File: config.mk
export PLATFORM = sky130hd
export DESIGN_NAME = power_saving_mode_ctrl
export DESIGN_NICKNAME = d
export VERILOG_FILES = /design/src/design/pwr_save_pkg.sv /design/src/design/power_saving_mode_ctrl.sv
export VERILOG_INCLUDE_DIRS = /design/src /design/src/design
export SDC_FILE = /design/constraint.sdc
export NUM_CORES = 1
export LEC_CHECK = 0
export ABC_CLOCK_PERIOD_IN_PS = 2900
export BUFFER_PORTS_ARGS = -buffer_cell sky130_fd_sc_hd__buf_2
export CAP_MARGIN = 20
export CELL_PAD_IN_SITES_DETAIL_PLACEMENT = 0
export CELL_PAD_IN_SITES_GLOBAL_PLACEMENT = 1
export CORE_ASPECT_RATIO = 1.75
export CORE_MARGIN = 8
export CORE_UTILIZATION = 42
export DETAILED_ROUTE_END_ITERATION = 7
export GPL_ROUTABILITY_DRIVEN = 1
export PLACE_DENSITY = 0.77
export SETUP_SLACK_MARGIN = 0.02
export SKIP_CTS_REPAIR_TIMING = 1
export SYNTH_ARGS = -nofsm -noshare
export SYNTH_HDL_FRONTEND = slang
export SYNTH_SLANG_ARGS = --single-unit
File: constraint.sdc
create_clock -name core_clk -period 2.9 [get_ports core_clk]
set_input_delay 0.29 -clock core_clk [delete_from_list [all_inputs] [get_ports core_clk]]
set_output_delay 0.29 -clock core_clk [all_outputs]
set_load 0.005 [all_outputs]
File: src/design/pwr_save_consts.svh
`ifndef PWR_SAVE_CONSTS_SVH
`define PWR_SAVE_CONSTS_SVH

// ---------------------------------------------------------------
// register map (byte addresses)
// ---------------------------------------------------------------
`define OFS_STANDBY_SEL   8'h00
`define OFS_CLOCK_CTRL    8'h04
`define OFS_IRQ_CTRL      8'h08
`define OFS_STATUS        8'h0C

// ---------------------------------------------------------------
// codes, fields and reset values
// ---------------------------------------------------------------
`define CODE_SLEEP        8'h0F
`define CODE_STOP         8'h5A
`define STANDBY_RST       8'h00
`define CLOCK_CTRL_RST    8'h00
`define IRQ_CTRL_RST      16'h0000
`define CK_PRESCALE_LSB   0
`define CK_PRESCALE_MSB   2
`define CK_RC_WATCHDOG    3
`define CK_EVENT_COUNTER  4
`define IR_ENABLE_LSB     0
`define IR_ENABLE_MSB     3
`define IR_EDGE_LSB       4
`define IR_EDGE_MSB       11
`define ST_STATE_LSB      0
`define ST_STATE_MSB      3
`define ST_FLAGS_LSB      4
`define ST_FLAGS_MSB      7
`define ST_BIT_LSB        8
`define ST_BIT_MSB        15

// ---------------------------------------------------------------
// timing
// ---------------------------------------------------------------
`define MCYC_DIV_DEF      4
`define RESP_MCYC         12
`define BIT_START         8'h00
`define BIT_LAST          8'hFF

`endif

File: src/design/pwr_save_pkg.sv
package pwr_save_pkg;

    typedef enum logic [3:0] {
        ST_ACTIVE = 4'h1,
        ST_SLEEP  = 4'h2,
        ST_STOP   = 4'h4,
        ST_STAB   = 4'h8
    } pwr_state_t;

    typedef enum logic [1:0] {
        EDGE_FALL = 2'h0,
        EDGE_RISE = 2'h1,
        EDGE_BOTH = 2'h2,
        EDGE_OFF  = 2'h3
    } edge_mode_t;

endpackage

File: src/design/power_saving_mode_ctrl.sv
// How it works
// - each external edge is latched every machine cycle, evaluated the next one
// - vectoring waits at least twelve full machine cycles after the request
// - sleep halts the cpu while oscillators and peripheral clocks keep running; buzzer/adc and watchdog stop
// - writing 0F to the standby select register enters sleep
// - stop is entered only by the stop instruction with 5A loaded
// - sleep ends on reset or any enabled interrupt
// - reset reinitialises control registers; interrupt wake keeps them
// - wake with master enable set vectors; otherwise resumes at the next instruction
// - on wake the interval timer counts 00 to FF; overflow resumes operation
// - stop halts main oscillator, system and peripheral clocks; rc watchdog runs
// - stop retains RAM, registers, latches and port drive
// - while stopped the program counter holds the next address
// - in stop timers halt unless event counting; watchdog only in rc mode
// - in sleep and stop serial units run only from an external clock
// - stop releases on reset, external, event timer, watch, watchdog, serial, uart
// - master enable and per-source enables together gate maskable interrupts
//
// Chosen here: the APB interface to the registers and the placing of the registers.
`timescale 1ns/1ps
`default_nettype none
`include "pwr_save_consts.svh"

module power_saving_mode_ctrl
    import pwr_save_pkg::*;
#(
    parameter int MCYC_DIV = `MCYC_DIV_DEF
) (
    input  wire logic        core_clk,
    input  wire logic        rst_n,
    input  wire logic        psel,
    input  wire logic        penable,
    input  wire logic        pwrite,
    input  wire logic [7:0]  paddr,
    input  wire logic [31:0] pwdata,
    output logic             pready,
    output logic      [31:0] prdata,
    output logic             pslverr,
    input  wire logic        stop_exec,
    input  wire logic        master_irq_en,
    input  wire logic [3:0]  ext_irq_pins,
    input  wire logic        periph_irq,
    input  wire logic        event_counter_inputs,
    input  wire logic        watch_wake,
    input  wire logic        wdt_wake,
    input  wire logic        sio_wake,
    input  wire logic        uart_wake,
    output logic             cpu_run,
    output logic             pc_hold,
    output logic             main_osc_en,
    output logic             sys_clk_en,
    output logic             periph_clk_en,
    output logic             timer_clk_en,
    output logic             wdt_clk_en,
    output logic             buzzer_adc_en,
    output logic             serial_int_clk_en,
    output logic             port_hold,
    output logic             irq_vector,
    output logic      [1:0]  irq_vector_src,
    output logic             resume_next
);

    initial begin
        if (MCYC_DIV < 1 || MCYC_DIV > 255) begin
            $error("MCYC_DIV out of range");
        end
    end

    // ---------------------------------------------------------------
    // registers and state
    // ---------------------------------------------------------------
    pwr_state_t  state_r;
    logic [7:0]  standby_select_register;
    logic [7:0]  clock_control_register;
    logic [15:0] irq_ctrl_r;
    logic [3:0]  ext_irq_request_flags;
    logic [3:0]  pins_prev_r;
    logic [3:0]  edge_seen_r;
    logic [7:0]  mcyc_cnt_r;
    logic        mcyc_en;
    logic [3:0]  resp_cnt_r;
    logic        resp_busy_r;
    logic [1:0]  resp_src_r;
    logic        polled_r;
    logic [7:0]  bit_cnt_r;
    logic [7:0]  bit_pre_r;
    logic        bit_tick;
    logic        bit_ovf;
    logic [3:0]  irq_enable;
    logic [3:0]  pending;
    logic        wake_sleep;
    logic        wake_stop;
    logic        wr_acc;
    logic        rd_acc;
    logic        mapped;
    logic        sleep_req;
    logic        stop_req;
    logic [3:0]  ack_clr;
    logic [3:0]  sw_clr;
    logic        rc_wd;
    logic        ec_mode;
    logic [2:0]  pre_sel;

    // clocks from the start of the call until the vector, less the quiet run checked first
    localparam int RESP_TAIL = `RESP_MCYC * MCYC_DIV - 7;

    assign irq_enable = irq_ctrl_r[`IR_ENABLE_MSB:`IR_ENABLE_LSB];
    assign rc_wd      = clock_control_register[`CK_RC_WATCHDOG];
    assign ec_mode    = clock_control_register[`CK_EVENT_COUNTER];
    assign pre_sel    = clock_control_register[`CK_PRESCALE_MSB:`CK_PRESCALE_LSB];

    // ---------------------------------------------------------------
    // apb slave
    // ---------------------------------------------------------------
    assign pready = 1'b1;
    assign wr_acc = psel && penable && pwrite;
    // read data loads in the setup cycle so it already stands in the access phase
    assign rd_acc = psel && !penable && !pwrite;

    always_comb begin
        if (paddr == `OFS_STANDBY_SEL) begin
            mapped = 1'b1;
        end else if (paddr == `OFS_CLOCK_CTRL) begin
            mapped = 1'b1;
        end else if (paddr == `OFS_IRQ_CTRL) begin
            mapped = 1'b1;
        end else if (paddr == `OFS_STATUS) begin
            mapped = 1'b1;
        end else begin
            mapped = 1'b0;
        end
    end

    assign pslverr = psel && penable && !mapped;

    // whole-byte writes only; there is no bit path into this register
    always_ff @(posedge core_clk or negedge rst_n) begin
        if (!rst_n) begin
            standby_select_register <= `STANDBY_RST;
        end else if (wr_acc && paddr == `OFS_STANDBY_SEL) begin
            standby_select_register <= pwdata[7:0];
        end
    end

    always_ff @(posedge core_clk or negedge rst_n) begin
        if (!rst_n) begin
            clock_control_register <= `CLOCK_CTRL_RST;
            irq_ctrl_r             <= `IRQ_CTRL_RST;
        end else if (wr_acc && paddr == `OFS_CLOCK_CTRL) begin
            clock_control_register <= pwdata[7:0];
        end else if (wr_acc && paddr == `OFS_IRQ_CTRL) begin
            irq_ctrl_r <= pwdata[15:0];
        end
    end

    always_ff @(posedge core_clk or negedge rst_n) begin
        if (!rst_n) begin
            prdata <= 32'h00000000;
        end else if (rd_acc) begin
            if (paddr == `OFS_STANDBY_SEL) begin
                prdata <= {24'h000000, standby_select_register};
            end else if (paddr == `OFS_CLOCK_CTRL) begin
                prdata <= {24'h000000, clock_control_register};
            end else if (paddr == `OFS_IRQ_CTRL) begin
                prdata <= {16'h0000, irq_ctrl_r};
            end else if (paddr == `OFS_STATUS) begin
                prdata <= {16'h0000, bit_cnt_r, ext_irq_request_flags, state_r};
            end else begin
                prdata <= 32'h00000000;
            end
        end
    end

    // only the exact codes act; anything else is just stored
    assign sleep_req = wr_acc && paddr == `OFS_STANDBY_SEL
                       && pwdata[7:0] == `CODE_SLEEP;
    assign stop_req  = stop_exec && standby_select_register == `CODE_STOP;

    // ---------------------------------------------------------------
    // machine cycle divider
    // ---------------------------------------------------------------
    always_ff @(posedge core_clk or negedge rst_n) begin
        if (!rst_n) begin
            mcyc_cnt_r <= 8'h00;
        end else if (state_r == ST_STOP) begin
            mcyc_cnt_r <= 8'h00;
        end else if (mcyc_en) begin
            mcyc_cnt_r <= 8'h00;
        end else begin
            mcyc_cnt_r <= mcyc_cnt_r + 8'h01;
        end
    end

    assign mcyc_en = (state_r != ST_STOP) && (mcyc_cnt_r == 8'(MCYC_DIV - 1));

    // ---------------------------------------------------------------
    // external edge capture
    // ---------------------------------------------------------------
    always_ff @(posedge core_clk or negedge rst_n) begin
        if (!rst_n) begin
            pins_prev_r <= 4'h0;
        end else begin
            pins_prev_r <= ext_irq_pins;
        end
    end

    // edges between machine cycle boundaries are gathered, then latched
    // into the flags on the boundary; in stop the edge latches at once
    genvar gi;
    generate
        for (gi = 0; gi < 4; gi++) begin : g_edge
            edge_mode_t mode;
            logic       hit;
            assign mode = edge_mode_t'(irq_ctrl_r[`IR_EDGE_LSB + 2*gi +: 2]);
            assign hit  = (mode == EDGE_RISE && ext_irq_pins[gi] && !pins_prev_r[gi])
                       || (mode == EDGE_FALL && !ext_irq_pins[gi] && pins_prev_r[gi])
                       || (mode == EDGE_BOTH && ext_irq_pins[gi] != pins_prev_r[gi]);

            always_ff @(posedge core_clk or negedge rst_n) begin
                if (!rst_n) begin
                    edge_seen_r[gi] <= 1'b0;
                end else if (mcyc_en || state_r == ST_STOP) begin
                    // a boundary edge goes straight to the flag; keeping it would latch it twice
                    edge_seen_r[gi] <= 1'b0;
                end else if (hit) begin
                    edge_seen_r[gi] <= 1'b1;
                end
            end

            assign sw_clr[gi]  = wr_acc && paddr == `OFS_STATUS && pwdata[`ST_FLAGS_LSB + gi];
            assign ack_clr[gi] = irq_vector && irq_vector_src == 2'(gi);

            // set wins over any clear in the same cycle
            always_ff @(posedge core_clk or negedge rst_n) begin
                if (!rst_n) begin
                    ext_irq_request_flags[gi] <= 1'b0;
                end else if ((mcyc_en || state_r == ST_STOP) && (edge_seen_r[gi] || hit)) begin
                    ext_irq_request_flags[gi] <= 1'b1;
                end else if (sw_clr[gi] || ack_clr[gi]) begin
                    ext_irq_request_flags[gi] <= 1'b0;
                end
            end
        end
    endgenerate

    assign pending = ext_irq_request_flags & irq_enable;

    // ---------------------------------------------------------------
    // response timing
    // ---------------------------------------------------------------
    // flags are polled one machine cycle after the latch, then the call
    // takes twelve machine cycles before the first routine instruction
    always_ff @(posedge core_clk or negedge rst_n) begin
        if (!rst_n) begin
            polled_r    <= 1'b0;
            resp_busy_r <= 1'b0;
            resp_cnt_r  <= 4'h0;
            resp_src_r  <= 2'h0;
            irq_vector  <= 1'b0;
        end else begin
            irq_vector <= 1'b0;
            if (state_r != ST_ACTIVE) begin
                polled_r    <= 1'b0;
                resp_busy_r <= 1'b0;
                resp_cnt_r  <= 4'h0;
            end else if (resp_busy_r) begin
                if (mcyc_en) begin
                    if (resp_cnt_r == 4'(`RESP_MCYC - 1)) begin
                        resp_busy_r <= 1'b0;
                        resp_cnt_r  <= 4'h0;
                        irq_vector  <= 1'b1;
                    end else begin
                        resp_cnt_r <= resp_cnt_r + 4'h1;
                    end
                end
            end else if (mcyc_en) begin
                polled_r <= master_irq_en && (pending != 4'h0);
                if (polled_r && master_irq_en && pending != 4'h0) begin
                    resp_busy_r <= 1'b1;
                    resp_src_r  <= pending[0] ? 2'h0 : pending[1] ? 2'h1 :
                                   pending[2] ? 2'h2 : 2'h3;
                end
            end
        end
    end

    assign irq_vector_src = resp_src_r;

    // ---------------------------------------------------------------
    // wake sources
    // ---------------------------------------------------------------
    // flags need not pass the master enable to wake; it only picks the exit
    assign wake_sleep = (pending != 4'h0) || periph_irq;
    assign wake_stop  = (pending != 4'h0)
                      || (ec_mode && event_counter_inputs)
                      || watch_wake
                      || (rc_wd && wdt_wake)
                      || sio_wake
                      || uart_wake;

    // ---------------------------------------------------------------
    // basic interval timer for stabilisation
    // ---------------------------------------------------------------
    // prescaler divides by 2^(sel+1); software picks a long enough ratio
    assign bit_tick = (bit_pre_r == 8'((16'h0002 << pre_sel) - 16'h0001));
    assign bit_ovf  = (state_r == ST_STAB) && bit_tick && bit_cnt_r == `BIT_LAST;

    always_ff @(posedge core_clk or negedge rst_n) begin
        if (!rst_n) begin
            bit_pre_r <= 8'h00;
            bit_cnt_r <= `BIT_START;
        end else if (state_r == ST_STAB) begin
            if (bit_tick) begin
                bit_pre_r <= 8'h00;
                bit_cnt_r <= bit_cnt_r + 8'h01;
            end else begin
                bit_pre_r <= bit_pre_r + 8'h01;
            end
        end else begin
            bit_pre_r <= 8'h00;
            bit_cnt_r <= `BIT_START;
        end
    end

    // ---------------------------------------------------------------
    // mode state machine
    // ---------------------------------------------------------------
    always_ff @(posedge core_clk or negedge rst_n) begin
        if (!rst_n) begin
            state_r     <= ST_ACTIVE;
            resume_next <= 1'b0;
        end else begin
            resume_next <= 1'b0;
            case (state_r)
                ST_ACTIVE: begin
                    if (stop_req) begin
                        state_r <= ST_STOP;
                    end else if (sleep_req) begin
                        state_r <= ST_SLEEP;
                    end
                end
                ST_SLEEP: begin
                    if (wake_sleep) begin
                        state_r <= ST_STAB;
                    end
                end
                ST_STOP: begin
                    if (wake_stop) begin
                        state_r <= ST_STAB;
                    end
                end
                ST_STAB: begin
                    if (bit_ovf) begin
                        state_r <= ST_ACTIVE;
                        // pending flags stay set, so with the enable on the
                        // normal response picks them up afterwards
                        resume_next <= !master_irq_en;
                    end
                end
                default: begin
                    state_r <= ST_ACTIVE;
                end
            endcase
        end
    end

    // ---------------------------------------------------------------
    // clock and hold controls
    // ---------------------------------------------------------------
    assign cpu_run           = state_r == ST_ACTIVE;
    assign pc_hold           = state_r != ST_ACTIVE;
    assign main_osc_en       = state_r != ST_STOP;
    assign sys_clk_en        = state_r != ST_STOP;
    assign periph_clk_en     = state_r != ST_STOP;
    assign timer_clk_en      = state_r != ST_STOP || ec_mode;
    assign wdt_clk_en        = state_r == ST_ACTIVE || (state_r == ST_STOP && rc_wd);
    assign buzzer_adc_en     = state_r == ST_ACTIVE;
    assign serial_int_clk_en = state_r == ST_ACTIVE;
    assign port_hold         = state_r == ST_STOP;

    // ---------------------------------------------------------------
    // checks
    // ---------------------------------------------------------------
    a_sleep_entry: assert property (@(posedge core_clk) disable iff (!rst_n)
        (state_r == ST_ACTIVE && sleep_req && !stop_req) |=> state_r == ST_SLEEP)
        else $error("sleep code did not enter sleep");

    a_stop_needs_code: assert property (@(posedge core_clk) disable iff (!rst_n)
        (state_r == ST_ACTIVE && $rose(state_r == ST_STOP) == 1'b0) ##1
        $rose(state_r == ST_STOP) |-> $past(standby_select_register) == `CODE_STOP
        && $past(stop_exec))
        else $error("stop entered without code and instruction");

    a_other_code_idle: assert property (@(posedge core_clk) disable iff (!rst_n)
        (state_r == ST_ACTIVE && wr_acc && paddr == `OFS_STANDBY_SEL
         && pwdata[7:0] != `CODE_SLEEP && !stop_req) |=> state_r == ST_ACTIVE)
        else $error("other code changed mode");

    a_sleep_clocks: assert property (@(posedge core_clk) disable iff (!rst_n)
        state_r == ST_SLEEP |-> !cpu_run && main_osc_en && periph_clk_en)
        else $error("sleep clocks wrong");

    a_stop_clocks: assert property (@(posedge core_clk) disable iff (!rst_n)
        state_r == ST_STOP |-> !main_osc_en && !sys_clk_en && !periph_clk_en
        && wdt_clk_en == rc_wd && timer_clk_en == ec_mode && port_hold)
        else $error("stop clocks wrong");

    a_sleep_wake: assert property (@(posedge core_clk) disable iff (!rst_n)
        (state_r == ST_SLEEP && periph_irq) |=> state_r == ST_STAB)
        else $error("sleep missed wake");

    a_stab_start: assert property (@(posedge core_clk) disable iff (!rst_n)
        $rose(state_r == ST_STAB) |-> bit_cnt_r == `BIT_START ##1 !bit_ovf)
        else $error("stabilisation count not from zero");

    a_resume_flag: assert property (@(posedge core_clk) disable iff (!rst_n)
        bit_ovf |=> state_r == ST_ACTIVE && resume_next == !$past(master_irq_en))
        else $error("wrong wake exit");

    a_resp_latency: assert property (@(posedge core_clk) disable iff (!rst_n)
        $rose(resp_busy_r) |-> (!irq_vector) [*8] ##RESP_TAIL (irq_vector || !cpu_run))
        else $error("vector too early");

    a_vector_gated: assert property (@(posedge core_clk) disable iff (!rst_n)
        $rose(resp_busy_r) |-> $past(master_irq_en) && $past(pending) != 4'h0)
        else $error("ungated response");

    a_pc_hold: assert property (@(posedge core_clk) disable iff (!rst_n)
        state_r == ST_STOP |-> pc_hold && !cpu_run && !irq_vector)
        else $error("pc moved in stop");

endmodule

`default_nettype wire

==> impl_metrics.tcl <==
set metrics [dict create \
    r2r_slack_ns 0.45 \
    cts-root-buf "clkbuf_16" \
    yosysMostFrequentCell "dfrtp_1" \
    path_clk_slew_ns 0.07 \
    yosysWarnings 0 \
    holdWs_ns -0.01162 \
    violations "negative hold slack" \
    drt_iter0_markers 120 \
    endpoint "irq_vector_src[1]" \
    grt_overflow 0 \
    drv_slew 0 \
    timing.rr.start "mcyc_cnt_r[0]" \
    grt_use_total_pct 16.12 \
    cp-start-kind "register" \
    switchingPower_w 0.0006070 \
    wl_met3_um 457 \
    gp_congestion 0.8084 \
    dieHeight_um 161.8 \
    p_leak_nw 2.820 \
    path_class "reg -> reg" \
    async_reset_ff_share_pct 100.0 \
    reg2regPathDepth 5 \
    synth_commonest_cells "97 x dfrtp_1, 43 x nand2_1, 40 x mux2_2" \
    place_hpwl_um 9438 \
    fmax_mhz 408.3 \
    cts_buffers 9 \
    met1_length_um 5045 \
    routedWlPerCell_um 17.96 \
    ys_seq_area_share_pct 48.06 \
    power.density_nw_per_um2 464.0 \
    antenna_found_initial 0 \
    vias 3885 \
    grt_pass1_vias 4077 \
    highest_layer "met4" \
    die-area_um2 16080 \
    cp-end-kind "register" \
    tightest_slew_ns 0.5992 \
    hold_violations 9 \
    antenna_left 0 \
    die_width_um 99.34 \
    comb_power_share_pct 5.5 \
    area_growth_syn_to_layout_pct 13.77 \
    rsz0062_at_grt "no" \
    synth_cells 496 \
    io-pin-count 105 \
    clkPwrFrac_pct 42.8 \
    diodes 0 \
    insertion_delay_ns 0.34 \
    met2_length_um 6801 \
    internal-power_w 0.002088 \
    p_sw_share_pct 22.52 \
    drcViolationCount 0 \
    synth_top_area_share_pct 47.55 \
    vias_per_cell 5.550 \
    core_area_um2 11940 \
    ys_ff_latch 98 \
    pwr-share-seq_pct 51.7 \
    cp.required_ns 3.17 \
    synth_edf_count 0 \
    dp_cells 684 \
    fin_nets 619 \
    startpoint "mcyc_cnt_r[0]" \
    status "complete, but fails checks" \
    grt_max_degree 99 \
    setup_violations 0 \
    worstPathMaxFanout 5 \
    clk_path_buf_depth 2 \
    wl_um 12570 \
    drive_above_1_share_pct 25.58 \
    clock_skew_ns 0.005013 \
    fin_crit_sh_pct 84.46 \
    fin_crit_ns 2.449 \
    cts_tree "built" \
    layout.cells.non_filler 700 \
    initial_utilization_pct 42.77 \
    synth.area.top_cells "dfrtp_1 48%, mux2_2 8.8%, mux2i_1 5.1%" \
    drv_cap 0 \
    syn_area_um2 5105 \
    min_path_type "in -> async" \
    cts_sinks 98 \
    rr_endpoint "irq_vector_src[1]" \
    ys.flop_type "dfrtp_1" \
    htree_levels 3 \
    fin_tns_setup_ns 0 \
    portBuffers 71 \
    rows 53 \
    ys_types 53 \
    firstDrtPassIters 4 \
    cp.arrival_ns 2.72 \
    synth_top_cell_by_area "dfrtp_1" \
    syn_avg_cell_area_um2 10.29 \
    vdd_drop_max_v 0.0002774 \
    relSlewSlack_pct 59.69 \
    grt_first_pass_wirelength_um 20570 \
]
==> per-layer routing <==
layer  vias up  global-route usage, %
met1      1935                  17.19
met2        69                  29.70
met4         0                  6.163
met3        18                  3.643
met5         -                      0
li1       1863                      -
==> critical path: stages (launching register included) <==
cell,delay (ns)
dfrtp_1,0.39
ha_1,0.24
or4b_1,0.52
or3_1,0.44
nor4_1,0.54
mux2i_1,0.25
==> cells by family after synthesis <==
group | after synthesis | synth area share [%]
simple gates | 188 | 20.02
other cells | 2 | 0.1471
compound gates | 72 | 8.628
xor+xnor | 17 | 2.917
mux | 66 | 13.92
flops | 98 | 48.06
buf+inv | 49 | 5.319
fa+ha+maj | 4 | 0.9804
==> power by group through the flow <==
| stage | sequential, W | combinational (W) | clock (W) |
|---|---|---|---|
| finish | 0.00139 | 0.000149 | 0.00115 |
| global route | 0.00139 | 0.000168 | 0.00124 |
| CTS | 0.00139 | 0.000152 | 0.00118 |
| detailed placement | 0.00142 | 0.000152 | 0 |
| global placement | 0.00142 | 0.000150 | 0 |
| floorplan | 0.00141 | 0.0000815 | 0 |
==> per-stage QoR <==
stage | power (W) | util (%) | worst slack, ns | cell area [um2] | hold slack, ns
after global placement | 0.001567 | 46.22 | 0.5038 | 5517 | 0.3863
after floorplan | 0.001496 | - | 0.7067 | 5161 | -0.005591
final | 0.002695 | 48.66 | 0.4507 | 5808 | -0.01162
after CTS | 0.002726 | 48.66 | 0.4501 | 5808 | 0.02138
after global routing | 0.002802 | 48.66 | 0.3205 | 5808 | 0.02069
after detailed placement | 0.001570 | 46.22 | 0.4721 | 5517 | 0.3931
==> final cells by class <==
type                       instances  area [um2]
inverter                           7       26.28
sequential                        98        2454
clock buffer                      12       266.5
clock inverter                     4       25.02
multi-input combinational        364        2442
timing repair buffer              78       422.9
tap                              137       171.4
fill                            1143        6128
==> sequential cells by signal, summed over array words and instances (netlist names) <==
register                 flops
bit_cnt_r                    8
ext_irq_request_flags        4
edge_seen_r                  4
mcyc_cnt_r                   8
state_r                      4
resp_cnt_r                   4
irq_ctrl_r                  16
resume_next                  1
prdata                      16
clock_control_register       8
irq_vector                   1
resp_busy_r                  1
bit_pre_r                    8
pins_prev_r                  4
standby_select_register      8
irq_vector_src               2
polled_r                     1
==> worst min path at each step <==
stage | from | to | cells past startpoint
after floorplan | rst_n | bit_cnt_r[0] | 0
after global placement | rst_n | edge_seen_r[1] | 2
after detailed placement | rst_n | pins_prev_r[1] | 2
after CTS | rst_n | pins_prev_r[1] | 2
after global routing | rst_n | pins_prev_r[1] | 2
final | rst_n | pins_prev_r[1] | 2
==> placed cells by master, fill, tap and decap left out, types with 17 or more instances in the layout <==
| cell | instances |
|---|---|
| nor2_1 | 32 |
| nand2_1 | 43 |
| buf_2 | 70 |
| nor3_1 | 17 |
| mux2_2 | 40 |
| conb_1 | 17 |
| o21ai_0 | 33 |
| nand3_1 | 17 |
| dfrtp_1 | 97 |
| mux2i_1 | 26 |
No activity file was read; power rests on OpenSTA's default activity.
